**src/logic/aei_pkg.sv**
```systemverilog
// Package of types and constants for the axis encoder interface.
package aei_pkg;

  // Position counter width.
  localparam int AEI_POS_W = 32;
  // Input synchroniser depth, three flip-flops.
  localparam int AEI_SYNC_W = 3;
  // Clock rate and the fastest legal count rate.
  localparam int AEI_CLK_HZ = 100_000_000;
  localparam int AEI_MAX_CNT_HZ = 15_000_000;
  localparam int AEI_MAX_CYC_HZ = 3_750_000;
  // Least clock cycles between two legal count edges (rounded down).
  localparam int AEI_MIN_EDGE_CYC = AEI_CLK_HZ / AEI_MAX_CNT_HZ;
  // Feedback modes.
  localparam logic AEI_MODE_QUAD = 1'h0;
  localparam logic AEI_MODE_PULSE = 1'h1;
  // Latch trigger sources.
  localparam logic AEI_TRIG_GEN = 1'h0;
  localparam logic AEI_TRIG_INDEX = 1'h1;
  // Reset values.
  localparam logic [AEI_POS_W-1:0] AEI_POS_RESET = 32'h0000_0000;
  localparam logic [AEI_SYNC_W-1:0] AEI_SYNC_RESET = 3'h0;

  // Raw encoder pins of one axis.
  typedef struct packed {
    logic quad_channel_a;
    logic quad_channel_b;
    logic index;
    logic aux_a;
    logic aux_b;
    logic gen_in;
  } aei_pins_t;

  // Whole state of the block.
  typedef struct packed {
    logic [AEI_SYNC_W-1:0] sync_a;
    logic [AEI_SYNC_W-1:0] sync_b;
    logic [AEI_SYNC_W-1:0] sync_idx;
    logic [AEI_SYNC_W-1:0] sync_gen;
    logic [AEI_SYNC_W-1:0] sync_aux_a;
    logic [AEI_SYNC_W-1:0] sync_aux_b;
    logic a;
    logic b;
    logic idx;
    logic gen;
    logic aux_a;
    logic aux_b;
    logic [AEI_POS_W-1:0] position;
    logic [AEI_POS_W-1:0] latch_pos;
    logic latch_valid;
    logic index_seen;
    logic compare_out;
  } aei_state_t;

endpackage

```
**src/logic/aei_axis_encoder.sv**
```systemverilog
// Single-axis encoder decoder with position latch and compare output.
// What this block does
// - Decode quadrature A and B into four counts per full cycle.
// - Count correctly up to 15 million counts per second.
// - Selectable pulse-and-direction mode: pulse counts in given direction.
// - Accept an index channel as once-per-revolution marker.
// - General input or index edge latches the axis position.
// - Compare output asserts when position reaches the compare position.
// - Auxiliary inputs readable as general inputs when unused.
`timescale 1ns/10ps
module aei_axis_encoder
  import aei_pkg::*;
#(
  parameter int POS_W = AEI_POS_W
) (
  // Clock and reset.
  input wire logic clk,
  input wire logic reset_n,
  // Encoder and general input pins.
  input wire aei_pins_t pins,
  // Configuration from the controller.
  input wire logic mode_pulse,
  input wire logic trig_index,
  input wire logic latch_arm,
  input wire logic [POS_W-1:0] compare_pos,
  // Results to the controller.
  output logic [POS_W-1:0] position,
  output logic [POS_W-1:0] latch_pos,
  output logic latch_valid,
  output logic index_seen,
  output logic compare_out,
  output logic aux_in_a,
  output logic aux_in_b
);

  aei_state_t st;
  aei_state_t next_st;
  logic new_a;
  logic new_b;
  logic new_idx;
  logic new_gen;
  logic step_up;
  logic step_dn;
  logic trig_edge;
  logic [POS_W-1:0] next_pos;

  // A change counts once the second and third flops agree.
  assign new_a = (st.sync_a[2] == st.sync_a[1]) ? st.sync_a[2] : st.a;
  assign new_b = (st.sync_b[2] == st.sync_b[1]) ? st.sync_b[2] : st.b;
  assign new_idx = (st.sync_idx[2] == st.sync_idx[1]) ? st.sync_idx[2]
                                                         : st.idx;
  assign new_gen = (st.sync_gen[2] == st.sync_gen[1]) ? st.sync_gen[2]
                                                         : st.gen;

  // Direction decode; in quadrature one accepted edge of A or B is one count, and a
  // count every cycle is far above the fastest legal edge rate.
  always_comb begin
    step_up = 1'b0;
    step_dn = 1'b0;
    if (mode_pulse == AEI_MODE_PULSE) begin
      // Rising pulse edge moves in the direction on channel B.
      if (new_a && !st.a) begin
        step_up = !new_b;
        step_dn = new_b;
      end
    end else if ((new_a != st.a) ^ (new_b != st.b)) begin
      // One channel changed: four states per cycle give four counts.
      if (new_a != st.a) begin
        step_up = (new_a != new_b);
        step_dn = (new_a == new_b);
      end else begin
        step_up = (new_a == new_b);
        step_dn = (new_a != new_b);
      end
    end
  end

  // Latch trigger from the chosen source.
  assign trig_edge = (trig_index == AEI_TRIG_INDEX) ? (new_idx && !st.idx)
                                                    : (new_gen && !st.gen);

  // Next position.
  assign next_pos = step_up ? st.position + 1'b1
                  : step_dn ? st.position - 1'b1 : st.position;

  // Next state of the whole block.
  always_comb begin
    next_st = st;
    next_st.sync_a = {st.sync_a[1:0], pins.quad_channel_a};
    next_st.sync_b = {st.sync_b[1:0], pins.quad_channel_b};
    next_st.sync_idx = {st.sync_idx[1:0], pins.index};
    next_st.sync_gen = {st.sync_gen[1:0], pins.gen_in};
    next_st.sync_aux_a = {st.sync_aux_a[1:0], pins.aux_a};
    next_st.sync_aux_b = {st.sync_aux_b[1:0], pins.aux_b};
    next_st.a = new_a;
    next_st.b = new_b;
    next_st.idx = new_idx;
    next_st.gen = new_gen;
    // Auxiliary inputs are plain filtered general inputs.
    if (st.sync_aux_a[2] == st.sync_aux_a[1]) begin
      next_st.aux_a = st.sync_aux_a[2];
    end
    if (st.sync_aux_b[2] == st.sync_aux_b[1]) begin
      next_st.aux_b = st.sync_aux_b[2];
    end
    next_st.position = next_pos;
    // Index rising edge marks a revolution.
    if (new_idx && !st.idx) begin
      next_st.index_seen = 1'b1;
    end
    // An armed latch captures the position on the trigger edge.
    if (latch_arm && !st.latch_valid && trig_edge) begin
      next_st.latch_pos = st.position;
      next_st.latch_valid = 1'b1;
    end else if (!latch_arm) begin
      next_st.latch_valid = 1'b0;
    end
    // Compare output stands while the position equals the target.
    next_st.compare_out = (next_pos == compare_pos);
  end

  // State register.
  always_ff @(posedge clk or negedge reset_n) begin
    if (!reset_n) begin
      st <= '0;
    end else begin
      st <= next_st;
    end
  end

  // Outputs straight from flip-flops.
  assign position = st.position;
  assign latch_pos = st.latch_pos;
  assign latch_valid = st.latch_valid;
  assign index_seen = st.index_seen;
  assign compare_out = st.compare_out;
  assign aux_in_a = st.aux_a;
  assign aux_in_b = st.aux_b;
endmodule // aei_axis_encoder

```
**config.mk**
```make
export PLATFORM = sky130hd
export DESIGN_NAME = aei_axis_encoder
export DESIGN_NICKNAME = d
export VERILOG_FILES = /design/src/logic/aei_pkg.sv /design/src/logic/aei_axis_encoder.sv
export SDC_FILE = /design/constraint.sdc
export NUM_CORES = 1
export LEC_CHECK = 0
export ABC_AREA = 1
export BUFFER_PORTS_ARGS = -buffer_cell sky130_fd_sc_hd__buf_4
export CELL_PAD_IN_SITES_DETAIL_PLACEMENT = 0
export CELL_PAD_IN_SITES_GLOBAL_PLACEMENT = 1
export CORE_UTILIZATION = 44
export CTS_CLUSTER_DIAMETER = 60
export DETAILED_ROUTE_END_ITERATION = 12
export PLACE_DENSITY_LB_ADDON = 0.1
export SLEW_MARGIN = 20
export SYNTH_ARGS = -nofsm -noshare
export SYNTH_HDL_FRONTEND = slang
export SYNTH_SLANG_ARGS = --single-unit
```
**constraint.sdc**
```tcl
create_clock -name clk -period 6.3 [get_ports clk]
set_input_delay 1.26 -clock clk [delete_from_list [all_inputs] [get_ports clk]]
set_output_delay 1.26 -clock clk [all_outputs]
set_load 0.05 [all_outputs]
```
==> flow_summary.toml <==
[grt]
grt_overflow = 0
grt_pass1_vias = 5682
grt.total_usage_pct = 26.9
grt_max_degree = 65
antenna_found_initial = 0
grt_pass1_wl_mm = 32.0

[timing]
setup_viol = 0
fin_crit_sh_pct = 62.4
period_needed_ns = 3.93
finalSetupTns_ns = 0
relSlewSlack_pct = 27.4
rsz0062_at_grt = "no"
drv_slew = 0
fmax_mhz = 254
setup_ws_ns = 2.37
final_hold_viol_count = 0
finalClockSkew_ns = 0.00886
worstMarginPinSlew_ns = 1.09

[setup_path]
crit_buf_inv = 2
crit_required_ns = 6.59
cp_data_arrival_time_ns = 4.23
crit_path_top_delay_cell = "inv_2"
cp_max_fo = 38
path_delay_family = "simple AND/OR/NAND/NOR gates"
crit_path_cell_trace = "buf_4 -> nand3_1 -> nand2_4 -> inv_2 -> nand2_4 -> nand2_1 -> nand3_1 -> nand2_1 -> nand2_1 -> nor2_1 -> nand2_1 -> nor2_1 -> nand3_1 -> nor2_1"
path_class = "in2reg"
startpoint_type = "primary input"
max_stage_delay_ns = 0.63
cpMostUsedCell = "nand2_1"
critical_path.endpoint_type = "flip-flop"

[run_status]
violations = "design-rule violations"
status = "finished, violations left"

[cells_and_area]
multi_input_area_sq_um = 3370
post-route-cell-area_sq_um = 7370
drive_gt1_share_pct = 14.3
diodes = 0
final_cell_mix = "nand2_1 (353), buf_4 (113), nor2_1 (101), nand3_1 (101), inv_1 (92)"
fin_nets = 1073
seq_area_sq_um = 2280
area_growth_pct = 10.7
final_cells = 1216
final_common_cell = "nand2_1"
fillers = 1581

[routing]
via_per_inst = 5.09
drt_iter0_markers = 481
wl_met2_mm = 8.72
via_count = 6192
route.met3.wl_mm = 1.26
ant_nets = 0
wl_met1_mm = 9.75
dr.pass1.iters = 11
wl_per_cell_um = 16.7
routed_wirelength_mm = 20.3
top_layer_used = "met4"
drc = 12

[yosys]
syn_nets = 1045
postSynthAreaPerCell_sq_um = 6.67
synth_warnings = 0
yosysUniqueCellTypes = 33
synth_seq_area_share_pct = 34.2
synth_cells = 999
ys_ff_latch = 91
synth_area_sq_um = 6660

[die]
initial_utilization_pct = 45.5
fp.dieArea_sq_um = 15600
dieWidth_um = 125
core.rowCount = 44
core-area_sq_um = 14600
die_h_um = 125
ios = 112

[cts]
ctsHoldBuffers = 0
cts_buffers = 9
cts_resized = 0
post_cts.repair.setup_buffers = 0
cts-root-buf = "clkbuf_16"
clk_path_buf_depth = 2
cts.sinks = 91
cts.clk_slew.worst_paths_ns = 0.07
cts_tree = "built"
htree_num_levels = 3
clk_latency_ns = 0.36

[pwr]
ir_worst_vdd_mv = 0.201
p_leak_nw = 3.76
power.density_nw_per_um2 = 336

[hold_path]
min_path_type = "reg2reg"

[place]
routabilityCongestion = 0.945
place_area_sq_um = 7080
placed_cells = 1200
port_buffers = 111
dpl.hpwl_mm = 15.7
dp_slack_ns = 2.05

[job]
drv_cap = 0
-- worst paths after layout --
path | to | from | slack (ns) | depth (start not counted)
max | compare_out$_DFF_PN0_ | mode_pulse | 2.37 | 14
min | next_st[87]$_DFF_PN0_ | next_st[86]$_DFF_PN0_ | 0.35 | 0
max reg2reg | compare_out$_DFF_PN0_ | st[90]$_DFF_PN0_ | 2.50 | 19
min reg2reg | next_st[87]$_DFF_PN0_ | next_st[86]$_DFF_PN0_ | 0.35 | 0
max in group asynchronous | latch_pos[14]$_DFFE_PN0P_ | reset_n | 4.36 | 2
min in group asynchronous | aux_in_a$_DFFE_PN0N_ | reset_n | 0.90 | 1
-- worst register-to-register path, delay by kind of cell (launching register included) --
family          cells  cell delay (ns)
flops               1             0.38
buf+inv             2             0.73
simple gates       14             2.10
fa+ha+maj           1             0.34
compound gates      2             0.18
-- state kept, by name, summed over array words and instances, names as in the netlist --
signal	flops
next_st	12
index_seen	1
latch_valid	1
aux_in_b	1
aux_in_a	1
position	32
latch_pos	32
compare_out	1
st	10
-- metrics by stage --
step / utilization (%) / power [mW] / hold WS, ns
detailed placement: 48.3 / 1.94 / 0.336
global placement: 48.3 / 1.93 / 0.334
finish: 50.4 / 2.47 / 0.348
floorplan: - / 1.74 / 0.331
global route: 50.4 / 2.62 / 0.368
CTS: 50.4 / 2.48 / 0.352
-- final cells by class --
class / instances / area share, %
inverters: 93 / 4.73
flip-flops and latches: 91 / 30.9
repair buffers: 113 / 11.5
clock buffers: 9 / 3.05
clock inverters: 7 / 0.967
well taps: 184 / 3.12
multi-input cells: 719 / 45.7
-- power breakdown --
group	switching, mW	total (mW)	internal, mW
Sequential	0.118	0.807	0.689
Combinational	0.807	1.12	0.315
Clock	0.267	0.545	0.279
Total	1.19	2.47	1.28
-- cells in the mapped netlist --
master / n / area (sq um)
nand3b_1: 17 / 128
nor3_1: 16 / 80.1
clkbuf_2: 1 / 5.00
nand3_1: 101 / 505
o21a_1: 1 / 7.51
nand2_1: 353 / 1330
nor4_1: 4 / 25.0
buf_6: 2 / 22.5
nor2_2: 2 / 12.5
nor2_1: 101 / 379
nor2_4: 1 / 11.3
maj3_1: 4 / 40.0
and2_1: 1 / 6.26
dfrtp_1: 91 / 2280
nand4_1: 9 / 56.3
buf_2: 11 / 55.1
clkbuf_1: 12 / 45.0
o21ai_1: 4 / 20.0
inv_1: 92 / 345
xnor2_1: 2 / 17.5
buf_8: 1 / 15.0
nor3_2: 1 / 10.0
nand2_2: 3 / 18.8
a21oi_1: 3 / 15.0
inv_2: 1 / 3.75
ha_1: 3 / 37.5
nand3_2: 4 / 40.0
xor2_1: 41 / 359
o21ai_0: 41 / 205
buf_4: 69 / 518
nand2_4: 4 / 45.0
a21oi_2: 2 / 17.5
a21boi_2: 1 / 11.3
-- cells by family (layout without fill, tap and decap cells) --
group                      after synthesis  after routing  synth area share [%]
and+or+nand+nor                        617            617                  39.7
buffers and inverters                  189            222                  15.2
DFF                                     91             91                  34.2
xor gates and xnor gates                43             43                  5.65
adders and majority gates                7              7                  1.16
AOI/OAI and AO/OA                       52             52                  4.15
-- per-layer routing --
metal  vias up  GRT usage, %
li1       3129             -
met1      2819          39.0
met2       212          40.1
met3        32          4.62
met4         0          9.61
met5         -             0
No activity file was read; power rests on OpenSTA's default activity.
